File: config.mk
export PLATFORM = sky130hd
export DESIGN_NAME = ied_dispatch
export DESIGN_NICKNAME = d
export VERILOG_FILES = /design/src/include/ied_pkg.sv /design/src/design/ied_dispatch.sv
export VERILOG_INCLUDE_DIRS = /design/src /design/src/include
export SDC_FILE = /design/constraint.sdc
export NUM_CORES = 2
export LEC_CHECK = 0
export BUFFER_PORTS_ARGS = -buffer_cell sky130_fd_sc_hd__buf_2
export CAP_MARGIN = 0
export CORE_ASPECT_RATIO = 1.5
export CORE_UTILIZATION = 30
export DETAILED_ROUTE_END_ITERATION = 7
export PLACE_DENSITY = 0.41
export SYNTH_ARGS = -nofsm -noshare
export SYNTH_HDL_FRONTEND = slang
export SYNTH_SLANG_ARGS = --single-unit
File: constraint.sdc
create_clock -name pclk -period 7.3 [get_ports pclk]
set_input_delay 0.73 -clock pclk [delete_from_list [all_inputs] [get_ports pclk]]
set_output_delay 0.73 -clock pclk [all_outputs]
set_load 0.1 [all_outputs]
File: src/include/ied_defines.svh
// Purpose: offsets, field positions, reset values, codes of the dispatcher
// Assumes: 8-bit APB byte address, 32-bit words
// Notes:   definitions only
`ifndef IED_DEFINES_SVH
`define IED_DEFINES_SVH
// ***********************************************************************
// register byte offsets
// ***********************************************************************
`define IED_OFF_CMD     8'h00
`define IED_OFF_FLAGS   8'h04
`define IED_OFF_IP      8'h08
`define IED_OFF_CS      8'h0C
`define IED_OFF_SP      8'h10
`define IED_OFF_SS      8'h14
`define IED_OFF_ERR     8'h18
`define IED_OFF_SP0     8'h1C
`define IED_OFF_SS0     8'h20
`define IED_OFF_BLO     8'h24
`define IED_OFF_BHI     8'h28
`define IED_OFF_OPND    8'h2C
`define IED_OFF_GATE    8'h40
`define IED_GATE_STEP   8'h08
`define IED_OFF_STK     8'h80
// ***********************************************************************
// field positions and codes
// ***********************************************************************
`define IED_FLAG_IF     9
`define IED_FLAG_OF     11
`define IED_FLAG_NT     14
`define IED_CMD_OP_LSB  8
`define IED_CMD_ERR     11
`define IED_CMD_REAL    12
`define IED_GT_INT      2'h0
`define IED_GT_TRAP     2'h1
`define IED_GT_TASK     2'h2
`define IED_VEC_BP      8'h03
`define IED_VEC_OF      8'h04
`define IED_VEC_BR      8'h05
`define IED_VEC_USER    8'h20
`define IED_WORD_BYTES  32'h0000_0004
// ***********************************************************************
// reset values and frame indices
// ***********************************************************************
`define IED_RST_FLAGS   32'h0000_0002
`define IED_K_SS        3'h0
`define IED_K_SP        3'h1
`define IED_K_FLAGS     3'h2
`define IED_K_CS        3'h3
`define IED_K_IP        3'h4
`define IED_K_ERR       3'h5
`endif

File: src/include/ied_pkg.sv
// Purpose: types of the exception dispatcher
// Assumes: constants come from ied_defines.svh
// Notes:   whole module state is one packed struct
package ied_pkg;
  // ***********************************************************************
  // enumerations
  // ***********************************************************************
  typedef enum logic [2:0] {
    IED_IDLE = 3'b001,
    IED_PUSH = 3'b010,
    IED_POP  = 3'b100
  } ied_state_t;

  typedef enum logic [2:0] {
    OP_EVENT = 3'h0,
    OP_SOFT  = 3'h1,
    OP_INTO  = 3'h2,
    OP_BREAK = 3'h3,
    OP_BOUND = 3'h4,
    OP_RETURN_FROM_INTERRUPT  = 3'h5,
    OP_ARITH = 3'h6,
    OP_NONE  = 3'h7
  } ied_op_t;

  // ***********************************************************************
  // module state
  // ***********************************************************************
  typedef struct packed {
    ied_state_t         st;
    logic [31:0]        flags, ip, cs, sp, ss, err;
    logic [31:0]        sp0, ss0, blo, bhi, opnd;
    logic [31:0]        oflags, oip, ocs, osp, oss;
    logic [31:0]        tflags, tip, tcs, tsp, tss;
    logic [7:0][31:0]   goff;
    logic [7:0][15:0]   gsel;
    logic [7:0][1:0]    gtyp;
    logic [15:0][31:0]  stk;
    logic [2:0]         k, kend;
    logic [7:0]         vec;
    logic               igate, raised, masked, fault;
    logic [31:0]        prdata;
    logic               pready, pslverr;
  } ied_regs_t;
endpackage : ied_pkg
File: src/design/ied_dispatch.sv
// Purpose: interrupt and exception dispatch engine behind an APB slave
// Assumes: single 20 MHz clock pclk, asynchronous active-low presetn
// Notes:   stack is a 16-word window indexed by stack_pointer[5:2]
//
// Operation
// - entry through an interrupt gate clears the interrupt enable flag
// - entry through a trap gate leaves the interrupt enable flag alone
// - same level keeps current stack; more privileged level takes its stack
// - without stack change push flags, code selector, pointer, then enter
// - error code pushed after return state, before flag clear and entry
// - stack change saves five old values onto new stack, then error code
// - gate gives rights, handler selector and entry offset used to enter
// - return from interrupt also restores the status flags register
// - same-level return restores pointer, selector, flags, moves pointer up
// - cross-level return checks privilege, restores five values, old stack
// - task gate switches task and saves whole interrupted state
// - return from handler task restores the interrupted state
// - real mode indexes handler table by vector and far-calls the entry
// - real mode saves flags, selector, pointer, error code before entry
// - software interrupt dispatches to any vector given as operand
// - overflow trap raises vector 4 only when overflow flag is set
// - arithmetic overflow sets the flag but never raises an exception
// - breakpoint instruction dispatches straight to the breakpoint handler
// - range check raises vector 5 when operand is out of bounds
// - no bounds check or range exception except by those instructions
// - vectors 32 to 255 are maskable user interrupts
`timescale 1ns/1ps
`default_nettype none
`include "ied_defines.svh"

module ied_dispatch (
  // clock and reset
  input  wire logic        pclk,
  input  wire logic        presetn,
  // apb request
  input  wire logic        psel,
  input  wire logic        penable,
  input  wire logic        pwrite,
  input  wire logic [7:0]  paddr,
  input  wire logic [31:0] pwdata,
  // apb answer
  output var  logic [31:0] prdata,
  output var  logic        pready,
  output var  logic        pslverr
);

  // ***********************************************************************
  // state
  // ***********************************************************************
  ied_pkg::ied_regs_t r;
  ied_pkg::ied_regs_t next_r;

  logic        setup;
  logic        acc_wr;
  logic        hit;
  logic [31:0] rdat;
  logic        busy;
  logic        cmd_wr;
  ied_pkg::ied_op_t op;
  logic [7:0]  v;
  logic        go;
  logic        sw;
  logic [2:0]  g;
  logic [31:0] w;
  logic [31:0] nsp;
  logic [32:0] sum;

  // outputs straight from flops
  assign prdata  = r.prdata;
  assign pready  = r.pready;
  assign pslverr = r.pslverr;

  // ***********************************************************************
  // frame word selector
  // ***********************************************************************
  function automatic logic [31:0] frame_word(input ied_pkg::ied_regs_t s);
    logic [31:0] f;
    f = s.err;
    unique case (s.k)
      `IED_K_SS:    f = s.oss;
      `IED_K_SP:    f = s.osp;
      `IED_K_FLAGS: f = s.oflags;
      `IED_K_CS:    f = s.ocs;
      `IED_K_IP:    f = s.oip;
      default:      f = s.err;
    endcase
    return f;
  endfunction : frame_word

  // ***********************************************************************
  // next state
  // ***********************************************************************
  always_comb begin
    next_r = r;
    setup  = psel & ~penable & ~r.pready;
    acc_wr = psel & penable & r.pready & pwrite & ~r.pslverr;
    busy   = (r.st != ied_pkg::IED_IDLE);
    hit    = 1'b0;
    rdat   = 32'h0000_0000;
    op     = ied_pkg::ied_op_t'(pwdata[`IED_CMD_OP_LSB +: 3]);
    v      = pwdata[7:0];
    go     = 1'b0;
    sw     = 1'b0;
    g      = 3'h0;
    w      = r.stk[r.sp[5:2]];
    nsp    = r.sp - `IED_WORD_BYTES;
    sum    = 33'h0_0000_0000;
    cmd_wr = acc_wr & (paddr == `IED_OFF_CMD);

    // read decode; gate table and stack window repeat per entry
    unique case (paddr)
      `IED_OFF_CMD:   rdat = {20'h0_0000, r.fault, r.masked, r.raised,
                              busy, r.vec};
      `IED_OFF_FLAGS: rdat = r.flags;
      `IED_OFF_IP:    rdat = r.ip;
      `IED_OFF_CS:    rdat = r.cs;
      `IED_OFF_SP:    rdat = r.sp;
      `IED_OFF_SS:    rdat = r.ss;
      `IED_OFF_ERR:   rdat = r.err;
      `IED_OFF_SP0:   rdat = r.sp0;
      `IED_OFF_SS0:   rdat = r.ss0;
      `IED_OFF_BLO:   rdat = r.blo;
      `IED_OFF_BHI:   rdat = r.bhi;
      `IED_OFF_OPND:  rdat = r.opnd;
      default:        rdat = 32'h0000_0000;
    endcase
    hit = (paddr <= `IED_OFF_OPND) & (paddr[1:0] == 2'h0);
    for (int i = 0; i < 8; i++) begin
      if (paddr == 8'(`IED_OFF_GATE + `IED_GATE_STEP * i)) begin
        rdat = r.goff[i];
        hit  = 1'b1;
      end
      if (paddr == 8'(`IED_OFF_GATE + `IED_GATE_STEP * i + 4)) begin
        rdat = {14'h0000, r.gtyp[i], r.gsel[i]};
        hit  = 1'b1;
      end
    end
    for (int i = 0; i < 16; i++) begin
      if (paddr == 8'(`IED_OFF_STK + 4 * i)) begin
        rdat = r.stk[i];
        hit  = 1'b1;
      end
    end

    // answer in the access phase; writes refused while a dispatch runs
    next_r.pready = setup;
    if (setup) begin
      next_r.prdata  = pwrite ? 32'h0000_0000 : rdat;
      next_r.pslverr = ~hit | (pwrite & busy);
    end else if (r.pready) begin
      next_r.pslverr = 1'b0;
      next_r.prdata  = 32'h0000_0000;
    end

    // plain register writes, only reachable while idle
    if (acc_wr) begin
      unique case (paddr)
        `IED_OFF_FLAGS: next_r.flags = pwdata;
        `IED_OFF_IP:    next_r.ip    = pwdata;
        `IED_OFF_CS:    next_r.cs    = pwdata;
        `IED_OFF_SP:    next_r.sp    = pwdata;
        `IED_OFF_SS:    next_r.ss    = pwdata;
        `IED_OFF_ERR:   next_r.err   = pwdata;
        `IED_OFF_SP0:   next_r.sp0   = pwdata;
        `IED_OFF_SS0:   next_r.ss0   = pwdata;
        `IED_OFF_BLO:   next_r.blo   = pwdata;
        `IED_OFF_BHI:   next_r.bhi   = pwdata;
        `IED_OFF_OPND:  next_r.opnd  = pwdata;
        default:        next_r.opnd  = r.opnd;
      endcase
      for (int i = 0; i < 8; i++) begin
        if (paddr == 8'(`IED_OFF_GATE + `IED_GATE_STEP * i))
          next_r.goff[i] = pwdata;
        if (paddr == 8'(`IED_OFF_GATE + `IED_GATE_STEP * i + 4)) begin
          next_r.gsel[i] = pwdata[15:0];
          next_r.gtyp[i] = pwdata[17:16];
        end
      end
      for (int i = 0; i < 16; i++) begin
        if (paddr == 8'(`IED_OFF_STK + 4 * i))
          next_r.stk[i] = pwdata;
      end
    end

    unique case (r.st)
      // command decode and dispatch start
      ied_pkg::IED_IDLE: begin
        if (cmd_wr) begin
          next_r.raised = 1'b0;
          next_r.masked = 1'b0;
          next_r.fault  = 1'b0;
          unique case (op)
            ied_pkg::OP_EVENT: begin
              // user vectors held off while enable is clear
              go = (v < `IED_VEC_USER) | r.flags[`IED_FLAG_IF];
              next_r.masked = ~go;
            end
            ied_pkg::OP_SOFT:  go = 1'b1;
            ied_pkg::OP_INTO: begin
              v  = `IED_VEC_OF;
              go = r.flags[`IED_FLAG_OF];
            end
            ied_pkg::OP_BREAK: begin
              v  = `IED_VEC_BP;
              go = 1'b1;
            end
            ied_pkg::OP_BOUND: begin
              // only place a bounds check is ever made
              v  = `IED_VEC_BR;
              go = ($signed(r.opnd) < $signed(r.blo)) |
                   ($signed(r.opnd) > $signed(r.bhi));
            end
            ied_pkg::OP_RETURN_FROM_INTERRUPT: begin
              next_r.oip = r.ip;
              next_r.ocs = r.cs;
              next_r.osp = r.sp;
              if (r.flags[`IED_FLAG_NT]) begin
                // back to the interrupted task
                next_r.flags = r.tflags;
                next_r.ip    = r.tip;
                next_r.cs    = r.tcs;
                next_r.sp    = r.tsp;
                next_r.ss    = r.tss;
              end else begin
                next_r.k  = `IED_K_IP;
                next_r.st = ied_pkg::IED_POP;
              end
            end
            ied_pkg::OP_ARITH: begin
              // overflow only flagged, never dispatched
              sum = {1'b0, r.opnd} + {1'b0, r.blo};
              next_r.opnd = sum[31:0];
              next_r.flags[`IED_FLAG_OF] =
                (r.opnd[31] == r.blo[31]) & (sum[31] != r.opnd[31]);
            end
            default: go = 1'b0;
          endcase
          if (go) begin
            g = v[2:0];
            next_r.vec    = v;
            next_r.raised = 1'b1;
            next_r.oflags = r.flags;
            next_r.ocs    = r.cs;
            next_r.oip    = r.ip;
            next_r.osp    = r.sp;
            next_r.oss    = r.ss;
            // error code only for events that carry one
            next_r.kend   = (pwdata[`IED_CMD_ERR] &
                             (op == ied_pkg::OP_EVENT)) ?
                            `IED_K_ERR : `IED_K_IP;
            if (pwdata[`IED_CMD_REAL]) begin
              // flat table of far pointers, three-word frame plus any error code
              next_r.igate = 1'b1;
              next_r.k     = `IED_K_FLAGS;
              next_r.st    = ied_pkg::IED_PUSH;
            end else if (r.gtyp[g] == `IED_GT_TASK) begin
              next_r.tflags = r.flags;
              next_r.tip    = r.ip;
              next_r.tcs    = r.cs;
              next_r.tsp    = r.sp;
              next_r.tss    = r.ss;
              next_r.cs     = {16'h0000, r.gsel[g]};
              next_r.ip     = r.goff[g];
              next_r.flags[`IED_FLAG_NT] = 1'b1;
            end else begin
              sw = r.gsel[g][1:0] < r.cs[1:0];
              next_r.igate = (r.gtyp[g] == `IED_GT_INT);
              if (sw) begin
                next_r.sp = r.sp0;
                next_r.ss = r.ss0;
              end
              next_r.k  = sw ? `IED_K_SS : `IED_K_FLAGS;
              next_r.st = ied_pkg::IED_PUSH;
            end
          end
        end
      end
      // one word per cycle; entry in the same cycle as the last word
      ied_pkg::IED_PUSH: begin
        next_r.sp = nsp;
        next_r.stk[nsp[5:2]] = frame_word(r);
        next_r.k = r.k + 3'h1;
        if (r.k == r.kend) begin
          next_r.st = ied_pkg::IED_IDLE;
          next_r.cs = {16'h0000, r.gsel[r.vec[2:0]]};
          next_r.ip = r.goff[r.vec[2:0]];
          if (r.igate)
            next_r.flags[`IED_FLAG_IF] = 1'b0;
        end
      end
      // unwind: pointer, selector, flags, then outer stack if needed
      ied_pkg::IED_POP: begin
        next_r.sp = r.sp + `IED_WORD_BYTES;
        next_r.k  = r.k - 3'h1;
        unique case (r.k)
          `IED_K_IP: next_r.ip = w;
          `IED_K_CS: begin
            if (w[1:0] < r.ocs[1:0]) begin
              // no return inward; undo and report
              next_r.fault = 1'b1;
              next_r.ip    = r.oip;
              next_r.sp    = r.osp;
              next_r.st    = ied_pkg::IED_IDLE;
            end else begin
              next_r.cs = w;
            end
          end
          `IED_K_FLAGS: begin
            next_r.flags = w;
            if (r.cs[1:0] == r.ocs[1:0])
              next_r.st = ied_pkg::IED_IDLE;
          end
          `IED_K_SP: next_r.osp = w;
          default: begin
            next_r.ss = w;
            next_r.sp = r.osp;
            next_r.st = ied_pkg::IED_IDLE;
          end
        endcase
      end
      default: next_r.st = ied_pkg::IED_IDLE;
    endcase
  end

  // ***********************************************************************
  // state register
  // ***********************************************************************
  // reset loads constants only
  always_ff @(posedge pclk or negedge presetn) begin
    if (!presetn) begin
      r       <= '0;
      r.st    <= ied_pkg::IED_IDLE;
      r.flags <= `IED_RST_FLAGS;
    end else begin
      r <= next_r;
    end
  end

endmodule : ied_dispatch
`default_nettype wire

# Word level (Yosys, flattened, before mapping)
# Index checks and enable logic that the tools add are counted.
# totals
n_memories,0
ramBits,0
output_inout_bits,34
regBits,1639
latch_bits,0
rom_bits,0
# classes
eq_ne,72
n_addsub,5
mul,0
shift,0
div_mod_pow,0
n_bitwise,20
order_cmp,11
n_mux,185
n_reduce_logical,44
# ops
operator,n
2-to-1 mux 32 bit,75
2-to-1 mux 512 bit,2
2-to-1 mux 352 bit,2
bitwise mux 512 bit,1
2-to-1 mux 160 bit,3
2-to-1 mux 128 bit,3
case mux 32 bit (12 select lines),1
2-to-1 mux 320 bit,1
case mux 96 bit (3 select lines),1
2-to-1 mux 64 bit,4
case mux 32 bit (2 select lines),4
binary-select mux 32 bit (select 3 bit),2
2-to-1 mux 163 bit,1
case mux 32 bit (5 select lines),1
2-to-1 mux 139 bit,1
binary-select mux 32 bit (select 4 bit),1
demux 32 bit (select 4 bit),1
equality test 8 x 7 -> 1 bit (second input constant),16
equality test 8 bit (second input constant),16
binary-select mux 16 bit (select 3 bit),2
2-to-1 mux 96 bit,1
2-to-1 mux 16 bit,3
2-to-1 mux 1 bit,47
AND reduction 2 bit,23
58 further kinds,125

# Longest topological paths before layout
# depth
word_depth,37
depth_mapped,16
mapped_depth_nobuf,13

# Worst setup path after synthesis
# No wires, ideal clock.
# synth_path
path_type,register to register
startpoint,register r[1510] (netlist bit)
endpoint,register r[1547] (netlist bit)
t_arrival_ns,4.043
t_required_ns,7.174
stages_incl_launch_ff,14
slack_ns,3.131
n_path_buf,5
synth_period_minus_slack_ns,4.169
path_cell_list,dfrtp_1 > buf_4 > buf_1 > clkbuf_1 > mux4_2 > mux4_2 > ha_1 > nor2_1 > a31oi_1 > and2_1 > buf_2 > clkbuf_1 > o21ai_0 > a221o_1
# synth_lines
element,line,text
start: declaration,ied_dispatch.sv:50,ied_pkg::ied_regs_t r;
start signal: assignment,ied_dispatch.sv:335,r <= next_r;

==> results.json <==
{
  "status": "finished with violations",
  "violations": "DRC, capacitance limit, slew limit",
  "syn-num-nets": 10238,
  "core-area_um2": 330000,
  "tightest_slew_ps": 1480,
  "critPathCaptureType": "flop",
  "yosys-top-cells-area": "dfrtp_1, mux2i_1, mux2_2",
  "dpl.hpwl_um": 391000,
  "clk_latency_ps": 930,
  "whs_endpoint": "pslverr$_DFFE_PN0P_",
  "cts_tree": "built",
  "power_density_nw_per_um2": 186,
  "cp_max_fo": 26,
  "net-switching-power_mw": 5.72,
  "clockRootBuffer": "clkbuf_16",
  "crit_arrival_ps": 6350,
  "netlist.area_leader.share_pct": 41.2,
  "avgSynthCellArea_um2": 9.86,
  "final.min_clock_period_ps": 5620,
  "start_util_pct": 30.2,
  "holdPathStages": 3,
  "die-height_um": 707,
  "leakagePower_nw": 51.3,
  "peakVddDrop_mv": 0.197,
  "via_per_inst": 6.19,
  "maxSlewViolCount": 1,
  "maxCapViolations": 2,
  "timing.rr.start": "r[1347]$_DFFE_PN0P_",
  "placementRows": 258,
  "r2r-end": "r[1479]$_DFF_PN0_",
  "path_clk_slew_ps": 60,
  "startpoint_type": "flop",
  "fin_setup_tns_ps": 0,
  "cts_max_path_buffers": 4,
  "p_int_mw": 15.1,
  "final_layout_size_suffix_gt1_share_pct": 19.4,
  "nets": 9914,
  "critPathKind": "reg2reg",
  "pwr-share-seq_pct": 44.7,
  "nFillCells": 33617,
  "cpPeakStageDelay_ps": 780,
  "totalWireLength_um": 555000,
  "cp.required_ps": 8030,
  "ff2ff_setup_slack_ps": 1680,
  "synth-edff-count": 0,
  "ctsResizeCount": 0,
  "cp_slowest_cell": "o21ai_4",
  "place_congestion": 0.967,
  "via_count": 88720,
  "cts.sinks": 1638,
  "yosysUniqueCellTypes": 107,
  "setup_viol": 0,
  "synth_area_leader_cell": "dfrtp_1",
  "skew_ps": 47.9,
  "whs_ps": 154,
  "place_inst": 13991,
  "h-tree-depth": 4,
  "cts_made_buffers": 187,
  "overflow": 0,
  "grt_pass1_wl_um": 757000,
  "grt_start_max_net_pins": 162,
  "die_x_um": 472,
  "stdcell_count": 14340,
  "antenna_found_initial": 47,
  "port-buffer-count": 78,
  "clock.fmax_ghz": 0.178,
  "synthCells": 10085,
  "r2r_cells": 12,
  "min_from": "pwrite",
  "yosysWarnings": 0,
  "hold_viol": 0,
  "grtUsageTotal_pct": 32.4,
  "combPwrFrac_pct": 7.8,
  "wl_per_cell_um": 38.7,
  "drt_pass1_iterations": 8,
  "drc": 4,
  "pin_count": 79,
  "worst_hold_path_type": "in2reg",
  "syn2layout_area_growth_pct": 12.2,
  "async_reset_ff_share_pct": 100,
  "ys_seq_area_share_pct": 41.2,
  "synth-seq-cells": 1638,
  "clkPwrFrac_pct": 47.5,
  "fin_crit_sh_pct": 77.0,
  "synth_area_um2": 99400,
  "drtAntennaViolNets": 0,
  "ys.flop_type": "dfrtp_1",
  "slew_headroom_pct": -1.26,
  "die_area_um2": 334000,
  "crit_chain": "inv_1, ha_1, nand3_1, nor3_1, and2_1, nand4_1, o211ai_1, a21boi_2, o21ai_4, buf_4, mux2i_1, o21ai_0",
  "first_global_vias": 86263,
  "rsz0062_at_grt": "no",
  "netSwitchingFraction_pct": 27.5,
  "drt-initial-drc-count": 10664
}
how the worst max path moves through the flow:
| stage | startpoint | depth (start not counted) | to | slack (ps) |
|---|---|---|---|---|
| global route | r[1347]$_DFFE_PN0P_ | 12 | r[1488]$_DFF_PN0_ | 1670 |
| CTS | r[1361]$_DFFE_PN0P_ | 13 | r[1479]$_DFF_PN0_ | 1740 |
| finish | r[1347]$_DFFE_PN0P_ | 12 | r[1479]$_DFF_PN0_ | 1680 |
| floorplan | r[1510]$_DFF_PN0_ | 13 | r[1547]$_DFF_PN0_ | 3130 |
| global placement | pwdata[8] | 13 | r[1479]$_DFF_PN0_ | 1430 |
| detailed placement | pwdata[8] | 13 | r[1509]$_DFFE_PN0P_ | 1430 |
logic make-up after synthesis:
| kind of cell | Yosys count | synth area share, % |
|---|---|---|
| AOI/OAI and AO/OA | 2727 | 17.4 |
| and+or+nand+nor | 2411 | 10.3 |
| muxes | 2005 | 24.4 |
| DFF | 1638 | 41.2 |
| buffers and inverters | 1127 | 4.69 |
| adders and majority gates | 108 | 1.37 |
| xor gates and xnor gates | 69 | 0.608 |
power by group through the flow:
stage          clock network [mW]  logic [mW]  registers (mW)
2_1_floorplan                   0       0.792            9.39
3_5_place_dp                    0        1.59            9.47
5_1_grt                      10.3        1.70            9.30
4_1_cts                      9.99        1.60            9.30
6_report                     9.88        1.63            9.30
3_3_place_gp                    0        1.58            9.46
flip-flops by register name, indices dropped and copies added (netlist names):
signal,count
pready,1
pslverr,1
prdata,32
r,1604
routing by layer:
layer / GRT usage [%] / share of wire [%] / vias up
met1: 37.7 / 37 / 45722
met3: 5.86 / 7.1 / 1553
li1: - / - / 36508
met2: 53.1 / 47 / 4923
met5: 0 / 0.013 / -
met4: 24.4 / 8.9 / 14
cells in the final DEF, fill, tap and decap left out, drive strengths merged, types with 255 or more instances in the layout:
master	Yosys	layout
dfrtp	1636	1636
o21ai	578	578
clkbuf	710	287
mux4	255	255
nand2	994	994
buf	303	499
a21oi	961	961
nor2	951	951
mux2i	922	922
mux2	828	828
worst max-delay path: cells and delay by family, from the launching register on:
kind | cells | cell delay, ps
buf+inv | 2 | 680
simple gates | 4 | 1920
fa+ha+maj | 1 | 410
flops | 1 | 500
compound gates | 4 | 1630
mux | 1 | 240
metrics by stage:
step / instance area, um2 / util [%] / setup slack, ps / power, mW
3_3_place_gp: 105000 / 32.0 / 1430 / 11.0
2_1_floorplan: 99400 / - / 3130 / 10.2
5_1_grt: 112000 / 33.8 / 1670 / 21.3
6_report: 112000 / 33.9 / 1680 / 20.8
3_5_place_dp: 105000 / 32.0 / 1430 / 11.1
4_1_cts: 112000 / 33.8 / 1740 / 20.9
cell usage after synthesis (all sizes together) (21+ instances only):
cell type	count
o22ai	134
clkbuf	710
nand2b	40
mux2i	922
a22oi	185
a222oi	38
nor3	112
nor4	31
nand3	111
a221o	94
xnor2	45
dfrtp	1636
o21ai	578
or3	21
nand2	994
mux2	828
inv	113
mux4	255
a2111oi	23
ha	107
a211oi	37
a22o	54
xor2	24
a21oi	961
o221ai	122
and3	43
a21o	45
buf	303
a311oi	24
nor2	951
a221oi	164
o211ai	40
a31oi	98
final cells by class:
class / count / area, um2 / share of cell area, %
inverter: 114 / 428 / 0.383
clock buffer: 287 / 5590 / 5.01
timing repair buffer: 500 / 3880 / 3.48
clock inverter: 41 / 435 / 0.390
antenna: 20 / 50.0 / 0.0449
sequential: 1638 / 41000 / 36.8
multi-input combinational: 7320 / 54700 / 49.0
tap: 4420 / 5530 / 4.96
what timing repair did:
action / 4_1_cts / 5_1_grt
endpoints found under the hold margin: 92 / 0
hold buffers: 1 / 0
setup buffers: 0 / 0
Power figures use the tool's default switching activity.
